--- src/charge_gauge_pkg.sv ---
package charge_gauge_pkg;
    // register map, byte addresses behind the serial interface
    localparam logic [7:0] ADDR_CONTROL     = 8'h60;
    localparam logic [7:0] ADDR_COB         = 8'h61;
    localparam logic [7:0] ADDR_BIAS        = 8'h62;
    localparam logic [7:0] ADDR_ACC_MSB     = 8'h10;
    localparam logic [7:0] ADDR_ACC_LSB     = 8'h11;
    localparam logic [7:0] ADDR_FRAC_HI     = 8'h12;
    localparam logic [7:0] ADDR_FRAC_LO     = 8'h13;
    localparam logic [7:0] ADDR_NOM_MSB     = 8'h68;
    localparam logic [7:0] ADDR_NOM_LSB     = 8'h69;
    localparam logic [7:0] ADDR_AE_FRAC     = 8'h6a;
    localparam logic [7:0] ADDR_SLOPE_BASE  = 8'h6b;
    localparam logic [7:0] ADDR_FULL_SEG3   = 8'h6d;
    localparam logic [7:0] ADDR_BP12        = 8'h7c;
    localparam logic [7:0] ADDR_BP23        = 8'h7d;
    localparam logic [7:0] ADDR_BP34        = 8'h7e;
    localparam int         NUM_CURVES       = 3;
    localparam int         NUM_SEGS         = 4;
    localparam int         NUM_SLOPES       = NUM_CURVES * NUM_SEGS;
    localparam int         CTRL_NEGATIVE_BLANK_ENABLE_BIT    = 0;
    // accumulator: 16-bit count in 6.25uVh plus fraction bits
    localparam int         FRAC_W           = 12;
    localparam int         ACC_W            = 16 + FRAC_W;
    localparam logic [15:0] ACC_MAX         = 16'h7fff;
    localparam logic [15:0] ACC_MIN         = 16'h8000;
    // blanking thresholds in 1.5625uV current steps
    localparam logic signed [16:0] CHG_BLANK  = 17'sh00040;
    localparam logic signed [16:0] DIS_BLANK  = -17'sh00010;
    localparam logic signed [7:0]  TEMP_TOP   = 8'sh28;
    localparam int         SLOPE_SHIFT      = 14;
    localparam int         SUM_W            = 16;
    localparam int         CONV_PERIOD_MS   = 3515;
    localparam int         CLK_KHZ          = 25000;
    localparam int         CONV_CYCLES      = CONV_PERIOD_MS * CLK_KHZ;
    localparam int         SAVE_CONVS       = 1024;
    localparam logic [7:0] RESET_BYTE       = 8'h00;

    typedef struct packed {
        logic [15:0] acc;
        logic [7:0]  bias;
    } nv_image_t;

    typedef struct packed {
        logic [15:0] full_cap;
        logic [15:0] active_empty_cap;
        logic [15:0] standby_empty_cap;
    } curve_caps_t;

    typedef enum logic [0:0] {
        WALK_IDLE = 1'b0,
        WALK_STEP = 1'b1
    } walk_state_t;
endpackage : charge_gauge_pkg

--- src/charge_gauge.sv ---
// How it works
// - every finished conversion except the first after a write adds its signed result into accumulated_charge
// - count is 16 bits of 6.25uVh, spanning 409.6mVh
// - fraction bits kept apart and readable so truncation loses nothing
// - accumulator clamps at 7fff on charge and 8000 on discharge
// - any accumulator write clears the fraction bits
// - accumulator write asks the converter for an offset correction conversion
// - after a write, accumulation restarts at the second conversion
// - count saved periodically to nonvolatile memory, restored at power-up
// - programmable signed bias added once per conversion, current weighting
// - bias loaded from nonvolatile memory at power-up
// - charge results under 100uV (raw plus offset bias) are always dropped
// - discharge results under 25uV dropped only while negative blanking enabled
// - full, active empty and standby empty curves, five segments each
// - above +40C every curve stays flat at its +40C value
// - segment four ends at +40C, segment one runs to any cold temperature
// - junction temperatures programmable per degree, -128C to +40C
// - junctions coldest to warmest held signed at 7c, 7d, 7e
// - slope step is 61ppm per degree of the +40C value, 0..15555ppm
// - full curve segment three slope sits at 6d
// - curves rebuilt from breakpoints and slopes one degree at a time
// - a new current result arrives once per 3.515s
// - accumulated value is raw result plus current_offset_bias
`timescale 1ns/1ps
`default_nettype none
module charge_gauge
    import charge_gauge_pkg::*;
#(
    parameter int WR_WINDOW_CYCLES = CONV_CYCLES,
    parameter int SAVE_PERIOD      = SAVE_CONVS
) (
    input  wire logic              core_clk,
    input  wire logic              resetn,
    input  wire logic              reg_wr,
    input  wire logic              reg_rd,
    input  wire logic [7:0]        reg_addr,
    input  wire logic [7:0]        reg_wdata,
    output logic      [7:0]        reg_rdata,
    input  wire logic              conv_done,
    input  wire logic [15:0]       raw_current,
    input  wire logic signed [7:0] temperature,
    input  wire nv_image_t         nv_restore,
    output logic                   nv_save,
    output nv_image_t              nv_save_data,
    output logic                   offset_cal_req,
    output curve_caps_t            curve_caps
);
    logic [15:0]             accumulated_charge_ff;
    logic [FRAC_W-1:0]       charge_fraction_low_ff;
    logic [7:0]              accumulation_bias_ff;
    logic [7:0]              current_offset_bias_ff;
    logic [7:0]              control_ff;
    logic [7:0]              acc_msb_hold_ff;
    logic                    msb_pending_ff;
    logic [31:0]             wr_window_ff;
    logic [1:0]              skip_ff;
    logic                    restored_ff;
    logic [7:0]              slope_ff [NUM_SLOPES];
    logic signed [7:0]       bp_ff [3];
    logic [15:0]             nominal_ff;
    logic [7:0]              ae_frac_ff;
    logic [31:0]             save_cnt_ff;
    logic [7:0]              reg_rdata_ff;
    logic                    acc_write;
    logic signed [16:0]      measured;
    logic signed [16:0]      blanked;
    logic signed [ACC_W+2:0] nxt_acc;
    logic negative_blank_enable;

    assign negative_blank_enable = control_ff[CTRL_NEGATIVE_BLANK_ENABLE_BIT];
    assign acc_write = reg_wr && reg_addr == ADDR_ACC_LSB && msb_pending_ff;

    // power-up restore happens one edge after release, never inside the reset
    always_ff @(posedge core_clk or negedge resetn) begin
        if (!resetn) begin
            restored_ff <= 1'b0;
        end else begin
            restored_ff <= 1'b1;
        end
    end

    always_comb begin
        measured = $signed({raw_current[15], raw_current})
                 + $signed({{9{current_offset_bias_ff[7]}}, current_offset_bias_ff});
        blanked = measured;
        if (measured > 17'sh00000 && measured < CHG_BLANK) begin
            blanked = '0;
        end
        if (negative_blank_enable && measured < 17'sh00000 && measured > DIS_BLANK) begin
            blanked = '0;
        end
        // result and bias share the 1.5625uV weight; 2^12 steps make one count
        nxt_acc = $signed({{3{accumulated_charge_ff[15]}}, accumulated_charge_ff,
                           charge_fraction_low_ff})
                + $signed({{(ACC_W-14){blanked[16]}}, blanked})
                + $signed({{(ACC_W-5){accumulation_bias_ff[7]}}, accumulation_bias_ff});
    end

    // accumulator, its fraction and the two-byte host write
    always_ff @(posedge core_clk or negedge resetn) begin
        if (!resetn) begin
            accumulated_charge_ff  <= '0;
            charge_fraction_low_ff <= '0;
            accumulation_bias_ff   <= RESET_BYTE;
            acc_msb_hold_ff        <= RESET_BYTE;
            msb_pending_ff         <= 1'b0;
            wr_window_ff           <= '0;
            skip_ff                <= '0;
        end else if (!restored_ff) begin
            accumulated_charge_ff <= nv_restore.acc;
            accumulation_bias_ff  <= nv_restore.bias;
        end else begin
            if (reg_wr && reg_addr == ADDR_BIAS) begin
                accumulation_bias_ff <= reg_wdata;
            end
            if (reg_wr && reg_addr == ADDR_ACC_MSB) begin
                acc_msb_hold_ff <= reg_wdata;
                msb_pending_ff  <= 1'b1;
                wr_window_ff    <= '0;
            end else if (acc_write) begin
                msb_pending_ff <= 1'b0;
            end else if (msb_pending_ff) begin
                // a stale high byte is dropped after one update period
                wr_window_ff <= wr_window_ff + 32'h1;
                if (wr_window_ff >= 32'(WR_WINDOW_CYCLES - 1)) begin
                    msb_pending_ff <= 1'b0;
                end
            end
            if (acc_write) begin
                accumulated_charge_ff  <= {acc_msb_hold_ff, reg_wdata};
                charge_fraction_low_ff <= '0;
                skip_ff                <= 2'h1;
            end else if (conv_done) begin
                if (skip_ff != 2'h0) begin
                    skip_ff <= skip_ff - 2'h1;
                end else if (nxt_acc > $signed({3'b000, ACC_MAX, {FRAC_W{1'b1}}})) begin
                    accumulated_charge_ff  <= ACC_MAX;
                    charge_fraction_low_ff <= {FRAC_W{1'b1}};
                end else if (nxt_acc < $signed({3'b111, ACC_MIN, {FRAC_W{1'b0}}})) begin
                    accumulated_charge_ff  <= ACC_MIN;
                    charge_fraction_low_ff <= '0;
                end else begin
                    accumulated_charge_ff  <= nxt_acc[ACC_W-1:FRAC_W];
                    charge_fraction_low_ff <= nxt_acc[FRAC_W-1:0];
                end
            end
        end
    end

    assign offset_cal_req = acc_write;

    // periodic backup, counted in conversions
    always_ff @(posedge core_clk or negedge resetn) begin
        if (!resetn) begin
            save_cnt_ff  <= '0;
            nv_save      <= 1'b0;
            nv_save_data <= '0;
        end else begin
            nv_save <= 1'b0;
            if (conv_done) begin
                if (save_cnt_ff >= 32'(SAVE_PERIOD - 1)) begin
                    save_cnt_ff  <= '0;
                    nv_save      <= 1'b1;
                    nv_save_data <= '{acc: accumulated_charge_ff, bias: accumulation_bias_ff};
                end else begin
                    save_cnt_ff <= save_cnt_ff + 32'h1;
                end
            end
        end
    end

    // plain configuration bytes
    always_ff @(posedge core_clk or negedge resetn) begin
        if (!resetn) begin
            control_ff             <= RESET_BYTE;
            current_offset_bias_ff <= RESET_BYTE;
            nominal_ff             <= '0;
            ae_frac_ff             <= RESET_BYTE;
            bp_ff[0]               <= TEMP_TOP;
            bp_ff[1]               <= TEMP_TOP;
            bp_ff[2]               <= TEMP_TOP;
        end else if (reg_wr) begin
            case (reg_addr)
                ADDR_CONTROL: control_ff             <= reg_wdata;
                ADDR_COB:     current_offset_bias_ff <= reg_wdata;
                ADDR_NOM_MSB: nominal_ff[15:8]       <= reg_wdata;
                ADDR_NOM_LSB: nominal_ff[7:0]        <= reg_wdata;
                ADDR_AE_FRAC: ae_frac_ff             <= reg_wdata;
                // values above +40C are clipped to keep segment four anchored
                ADDR_BP12: bp_ff[0] <= ($signed(reg_wdata) > TEMP_TOP) ? TEMP_TOP : reg_wdata;
                ADDR_BP23: bp_ff[1] <= ($signed(reg_wdata) > TEMP_TOP) ? TEMP_TOP : reg_wdata;
                ADDR_BP34: bp_ff[2] <= ($signed(reg_wdata) > TEMP_TOP) ? TEMP_TOP : reg_wdata;
                default: ;
            endcase
        end
    end

    // slopes: curve c segment s at base + 4c + (s-1); full seg3 lands on 6d
    for (genvar i = 0; i < NUM_SLOPES; i++) begin : g_slope
        always_ff @(posedge core_clk or negedge resetn) begin
            if (!resetn) begin
                slope_ff[i] <= RESET_BYTE;
            end else if (reg_wr && reg_addr == ADDR_SLOPE_BASE + 8'(i)) begin
                slope_ff[i] <= reg_wdata;
            end
        end
    end

    // register readback, one cycle after the read strobe
    always_ff @(posedge core_clk or negedge resetn) begin
        if (!resetn) begin
            reg_rdata_ff <= RESET_BYTE;
        end else if (reg_rd) begin
            case (reg_addr)
                ADDR_CONTROL: reg_rdata_ff <= control_ff;
                ADDR_COB:     reg_rdata_ff <= current_offset_bias_ff;
                ADDR_BIAS:    reg_rdata_ff <= accumulation_bias_ff;
                ADDR_ACC_MSB: reg_rdata_ff <= accumulated_charge_ff[15:8];
                ADDR_ACC_LSB: reg_rdata_ff <= accumulated_charge_ff[7:0];
                ADDR_FRAC_HI: reg_rdata_ff <= charge_fraction_low_ff[FRAC_W-1:4];
                ADDR_FRAC_LO: reg_rdata_ff <= {charge_fraction_low_ff[3:0], 4'h0};
                ADDR_NOM_MSB: reg_rdata_ff <= nominal_ff[15:8];
                ADDR_NOM_LSB: reg_rdata_ff <= nominal_ff[7:0];
                ADDR_AE_FRAC: reg_rdata_ff <= ae_frac_ff;
                ADDR_BP12:    reg_rdata_ff <= bp_ff[0];
                ADDR_BP23:    reg_rdata_ff <= bp_ff[1];
                ADDR_BP34:    reg_rdata_ff <= bp_ff[2];
                default: begin
                    if (reg_addr >= ADDR_SLOPE_BASE && reg_addr < ADDR_SLOPE_BASE + 8'(NUM_SLOPES)) begin
                        reg_rdata_ff <= slope_ff[4'(reg_addr - ADDR_SLOPE_BASE)];
                    end else begin
                        reg_rdata_ff <= 8'h00;
                    end
                end
            endcase
        end
    end
    assign reg_rdata = reg_rdata_ff;

    // curve walker: one degree per cycle from +40C down to the present temperature
    walk_state_t       state_ff;
    logic signed [8:0] walk_t_ff;
    logic [1:0]        seg_idx;
    logic [SUM_W-1:0]  sum_ff [NUM_CURVES];
    logic [15:0]       cap_ff [NUM_CURVES];
    logic              walk_done;

    always_comb begin
        if (walk_t_ff > $signed({bp_ff[2][7], bp_ff[2]})) begin
            seg_idx = 2'h3;
        end else if (walk_t_ff > $signed({bp_ff[1][7], bp_ff[1]})) begin
            seg_idx = 2'h2;
        end else if (walk_t_ff > $signed({bp_ff[0][7], bp_ff[0]})) begin
            seg_idx = 2'h1;
        end else begin
            seg_idx = 2'h0;
        end
    end
    // at or above +40C the walk ends at once: segment five is flat
    assign walk_done = walk_t_ff <= $signed({temperature[7], temperature});

    always_ff @(posedge core_clk or negedge resetn) begin
        if (!resetn) begin
            state_ff  <= WALK_IDLE;
            walk_t_ff <= '0;
        end else begin
            case (state_ff)
                WALK_IDLE: begin
                    walk_t_ff <= $signed({TEMP_TOP[7], TEMP_TOP});
                    state_ff  <= WALK_STEP;
                end
                WALK_STEP: begin
                    if (walk_done) begin
                        state_ff <= WALK_IDLE;
                    end else begin
                        walk_t_ff <= walk_t_ff - 9'sh001;
                    end
                end
                default: state_ff <= WALK_IDLE;
            endcase
        end
    end

    for (genvar c = 0; c < NUM_CURVES; c++) begin : g_curve
        logic [31:0] drop;
        logic [15:0] base;
        assign drop = (nominal_ff * sum_ff[c]) >> SLOPE_SHIFT;
        if (c == 0) begin : g_full
            assign base = nominal_ff;
        end else if (c == 1) begin : g_ae
            // widen before the product so the high bits survive the shift
            assign base = 16'((32'(nominal_ff) * 32'(ae_frac_ff)) >> 8);
        end else begin : g_se
            assign base = 16'h0000;
        end
        always_ff @(posedge core_clk or negedge resetn) begin
            if (!resetn) begin
                sum_ff[c] <= '0;
                cap_ff[c] <= '0;
            end else if (state_ff == WALK_IDLE) begin
                sum_ff[c] <= '0;
            end else if (walk_done) begin
                // below the empty floor the capacity reads zero, never wraps
                cap_ff[c] <= (drop >= 32'(base)) ? 16'h0000 : base - drop[15:0];
            end else begin
                sum_ff[c] <= sum_ff[c] + SUM_W'(slope_ff[c*NUM_SEGS + int'(seg_idx)]);
            end
        end
    end
    assign curve_caps = '{full_cap: cap_ff[0], active_empty_cap: cap_ff[1],
                          standby_empty_cap: cap_ff[2]};

    a_accum_sat_top: assert property (@(posedge core_clk) disable iff (!resetn)
        restored_ff && conv_done && !acc_write && skip_ff == 2'h0
        && accumulated_charge_ff == ACC_MAX && !blanked[16] && !accumulation_bias_ff[7]
        |=> accumulated_charge_ff == ACC_MAX)
        else $error("accumulator wrapped past top");
    a_write_clears_frac: assert property (@(posedge core_clk) disable iff (!resetn)
        restored_ff && acc_write |=> charge_fraction_low_ff == '0
        && accumulated_charge_ff == {$past(acc_msb_hold_ff), $past(reg_wdata)})
        else $error("write did not load count and clear fraction");
    a_cal_on_write: assert property (@(posedge core_clk) disable iff (!resetn)
        offset_cal_req == (reg_wr && reg_addr == ADDR_ACC_LSB && msb_pending_ff))
        else $error("offset request not tied to accumulator write");
    // checker-side marker of the first conversion after a count write
    logic first_conv_ff;
    always_ff @(posedge core_clk or negedge resetn) begin
        if (!resetn) first_conv_ff <= 1'b0;
        else if (acc_write) first_conv_ff <= 1'b1;
        else if (conv_done) first_conv_ff <= 1'b0;
    end
    a_skip_first_conv: assert property (@(posedge core_clk) disable iff (!resetn)
        first_conv_ff && conv_done && !acc_write
        |=> $stable(accumulated_charge_ff) && $stable(charge_fraction_low_ff))
        else $error("first conversion after write was accumulated");
    a_charge_blank: assert property (@(posedge core_clk) disable iff (!resetn)
        measured > 17'sh00000 && measured < CHG_BLANK |-> blanked == 17'sh00000)
        else $error("small charge result not blanked");
    a_discharge_blank: assert property (@(posedge core_clk) disable iff (!resetn)
        measured < 17'sh00000 && measured > DIS_BLANK |-> (blanked == 17'sh00000) == negative_blank_enable)
        else $error("discharge blanking disagrees with enable");
    a_restore_nv: assert property (@(posedge core_clk) disable iff (!resetn)
        resetn && !restored_ff |=> accumulated_charge_ff == $past(nv_restore.acc)
        && accumulation_bias_ff == $past(nv_restore.bias))
        else $error("power-up restore missed");
    a_flat_above_top: assert property (@(posedge core_clk) disable iff (!resetn)
        state_ff == WALK_STEP && temperature >= TEMP_TOP && $stable(temperature)
        && walk_t_ff == 9'sh028 |=> state_ff == WALK_IDLE && $stable(sum_ff[0]))
        else $error("curve moved above top temperature");
    a_bp_range: assert property (@(posedge core_clk) disable iff (!resetn)
        bp_ff[0] <= TEMP_TOP && bp_ff[1] <= TEMP_TOP && bp_ff[2] <= TEMP_TOP)
        else $error("breakpoint above top temperature");
endmodule : charge_gauge
`default_nettype wire

--- config.mk ---
export PLATFORM = sky130hd
export DESIGN_NAME = charge_gauge
export DESIGN_NICKNAME = d
export VERILOG_FILES = /design/src/charge_gauge_pkg.sv /design/src/charge_gauge.sv
export SDC_FILE = /design/constraint.sdc
export NUM_CORES = 2
export LEC_CHECK = 0
export BUFFER_PORTS_ARGS = -buffer_cell sky130_fd_sc_hd__buf_4
export CORE_MARGIN = 2
export CORE_UTILIZATION = 45
export CTS_CLUSTER_DIAMETER = 60
export DETAILED_ROUTE_END_ITERATION = 7
export PLACE_DENSITY = 0.65
export SLEW_MARGIN = 20
export SYNTH_ARGS = -nofsm -noshare
export SYNTH_HDL_FRONTEND = slang
export SYNTH_SLANG_ARGS = --single-unit
--- constraint.sdc ---
create_clock -name core_clk -period 10.1 [get_ports core_clk]
set_input_delay 1.515 -clock core_clk [delete_from_list [all_inputs] [get_ports core_clk]]
set_output_delay 1.515 -clock core_clk [all_outputs]
set_load 0.02 [all_outputs]
==> impl_metrics.py <==
metrics = {
    "setup_path": {
        "r2r_cells": 29,
        "cp-end-kind": "flip-flop",
        "cp-start-kind": "flip-flop",
        "cp_num_buf_inv": 6,
        "criticalPathCategory": "flip-flop to flip-flop",
        "critPathSlowestCell": "a2111oi_0",
        "cp.arrival_ns": 10.01,
        "cp.depth": 29,
        "crit_family": "adder cells",
        "cp_max_fo": 18,
        "crit_path_max_incr_delay_ns": 0.76,
        "cp.required_ns": 10.63,
    },
    "grt": {
        "grt_pass1_vias": 34690,
        "grt_pass1_wl_um": 193200,
        "grt_max_degree": 147,
        "antenna_found_initial": 0,
        "grtUsageTotal_pct": 24.30,
        "grt_overflow": 0,
    },
    "clocking": {
        "postCtsResizedCells": 0,
        "htreeDepth": 2,
        "post-cts-setup-buffers": 0,
        "cts_buffers": 43,
        "hold_buffers": 0,
        "cts_buffer_depth": 3,
        "cts-root-buf": "clkbuf_16",
        "clk_latency_ns": 0.61,
        "cts_sinks": 379,
        "clk_pin_slew_worst_paths_ns": 0.06,
        "cts_tree": "yes",
    },
    "detailed_routing": {
        "drtAntennaViolNets": 0,
        "vias": 34084,
        "first_iter_violations": 2687,
        "wirelength_um": 119600,
        "wl_per_cell_um": 19.69,
        "firstDrtPassIters": 6,
        "avgViaCountPerCell": 5.610,
        "drc": 0,
    },
    "cells_and_area": {
        "drive_gt1_share_pct": 10.06,
        "stdcell_count": 6076,
        "diodes": 0,
        "final_util_pct": 49.27,
        "fin_nets": 5748,
        "fill_cells": 8985,
        "final_common_cell": "nand2_1",
        "fin_area_mm2": 0.04772,
        "mostFrequentLayoutCells": "nand2_1 (670), inv_1 (648), fa_1 (503)",
        "synthToLayoutAreaGrowth_pct": 8.177,
    },
    "placed_design": {
        "port_buffers": 134,
        "placed_area_mm2": 0.04622,
        "routabilityCongestion": 0.9041,
        "dp.cells": 5998,
        "hpwlAfterDp_um": 90750,
        "place_ws_ns": 0.5774,
    },
    "logic_synthesis": {
        "ys_ff_latch": 379,
        "synth_area_mm2": 0.04411,
        "syn_area_per_cell_um2": 9.238,
        "synth-async-reset-ratio_pct": 100.0,
        "ys_seq_area_share_pct": 21.52,
        "yosys_warnings": 0,
        "synth-edff-count": 0,
        "synth_top_flop_cell": "dfrtp_1",
        "synthCells": 4775,
        "synth_cell_types": 86,
    },
    "timing": {
        "rsz0062_at_grt": "no",
        "fin_ws_ns": 0.6188,
        "period_share_pct": 93.87,
        "fin_crit_ns": 9.481,
        "tns_ns": 0,
        "relSlewSlack_pct": 29.16,
        "finalHoldViolations": 0,
        "max_freq_ghz": 0.1055,
        "fin_skew_ns": 0.03749,
        "finalMaxSlewViolations": 0,
        "setup_viol": 0,
        "tightest_slew_ns": 1.060,
    },
    "min_path": {
        "hp-class": "flip-flop to flip-flop",
        "worstHoldPathCells": 2,
    },
    "die": {
        "rows": 114,
        "io-pin-count": 151,
        "die_h_um": 317.1,
        "fp.coreArea_mm2": 0.09685,
        "die_width_um": 317.1,
        "initial_utilization_pct": 45.55,
        "design.die.area_mm2": 0.1005,
    },
    "pwr": {
        "max-vdd-ir-drop_uv": 199.0,
        "leakage_uw": 0.02372,
        "power.density_mw_per_mm2": 137.4,
    },
    "status": {
        "status": "finished, final reports clean",
    },
    "flow_run": {
        "drv_cap": 0,
    },
}
[registers in the layout (all words and copies together) (netlist names)]
signal	count
current_offset_bias_ff	8
skip_ff	2
wr_window_ff	32
walk_t_ff	9
msb_pending_ff	1
sum_ff	32
curve_caps	32
restored_ff	1
acc_msb_hold_ff	8
slope_ff	96
accumulation_bias_ff	8
save_cnt_ff	32
state_ff	1
g_curve.base	16
charge_fraction_low_ff	12
ae_frac_ff	8
control_ff	8
nv_save	1
nv_save_data	24
reg_rdata	8
accumulated_charge_ff	16
bp_ff	24
[worst register-to-register path, delay by kind of cell (launching register included)]
family | cells | cell delay [ns]
AO/OA/AOI/OAI | 10 | 3.24
XOR/XNOR | 1 | 0.25
AND/OR/NAND/NOR | 4 | 1.07
flip-flops | 1 | 0.75
adder cells (fa/ha/maj) | 8 | 3.77
buffers and inverters | 6 | 0.33
[cell type report]
type	count	area [um2]	area share (%)
timing repair buffer	200	1521	3.188
clock inverter	22	314.1	0.6581
tap	1276	1597	3.346
clock buffer	56	1185	2.483
sequential	379	9492	19.89
inverter	654	2455	5.144
multi-input combinational	3489	31160	65.29
[worst paths after layout]
path                                           from                           end  slack, ns
min in group asynchronous                    resetn  wr_window_ff[16]$_DFFE_PN0P_       0.95
min reg2reg                slope_ff[22]$_DFFE_PN0P_      slope_ff[22]$_DFFE_PN0P_       0.48
max reg2reg                  sum_ff[22]$_DFFE_PN0N_    curve_caps[26]$_DFFE_PN0P_       0.62
max                          sum_ff[22]$_DFFE_PN0N_    curve_caps[26]$_DFFE_PN0P_       0.62
min                        slope_ff[22]$_DFFE_PN0P_      slope_ff[22]$_DFFE_PN0P_       0.48
max in group asynchronous                    resetn      reg_rdata[3]$_DFFE_PN0P_       7.66
[report_power, final]
group	leakage (uW)	internal, uW	switching, uW	total, uW
sequential	0.00510	1690	319	2010
combinational	0.0179	1170	1700	2870
clock	0.000727	972	710	1680
total	0.0237	3820	2730	6560
[stage by stage]
step / total power [uW] / hold WS, ns
global route: 6980 / 0.5105
detailed placement: 4846 / 0.4641
CTS: 6555 / 0.4791
floorplan: 3973 / 0.4446
global placement: 4814 / 0.4600
finish: 6555 / 0.4812
[cell families (layout without fill, tap and decap cells)]
group / count (synthesis) / count (layout) / share of synthesized area [%]
mux: 206 / 206 / 5.763
compound gates: 698 / 698 / 10.83
fa+ha+maj: 912 / 912 / 34.43
xor+xnor: 182 / 182 / 3.613
flops: 379 / 379 / 21.52
buf+inv: 922 / 932 / 8.044
other cells: 2 / 17 / 0.01702
simple gates: 1474 / 1474 / 15.79
[layer usage]
layer / wire length, um / global-route usage, % / share of wire, % / vias to the layer above
li1: - / - / - / 15654
met1: 52380 / 33.72 / 44 / 17156
met2: 56320 / 39.87 / 47 / 1099
met3: 7726 / 3.632 / 6.5 / 175
met4: 3212 / 6.413 / 2.7 / 0
met5: 0 / 0 / 0 / -
[synthesized netlist by cell type (all sizes together), types with 16 or more instances]
master     n  area (um2)
nand2    671        2521
inv      649        2436
fa       503       10070
ha       409        5117
dfrtp    373        9334
and2     245        1533
clkbuf   235       882.1
nor2     210       788.3
a21oi    158       790.8
mux2     144        1622
o21ai    144       720.7
xnor2    101       884.6
xor2      81       709.4
nand3     70       350.3
and3      52       325.3
a21o      46       345.3
nand4     46       287.8
nor2b     42       262.8
nor3      42       210.2
mux2i     38       380.4
o211ai    35       262.8
a221oi    34       297.8
o21a      34       255.2
buf       33       211.5
a31oi     27       168.9
a22o      25       219.0
mux4      24       540.5
a211oi    22       170.2
o2111ai   20       175.2
o21bai    20       150.1
nand2b    19       118.9
a32o      18       180.2
a21boi    16       120.1
nor4      16       106.4
(Power assumes the default switching activity.)
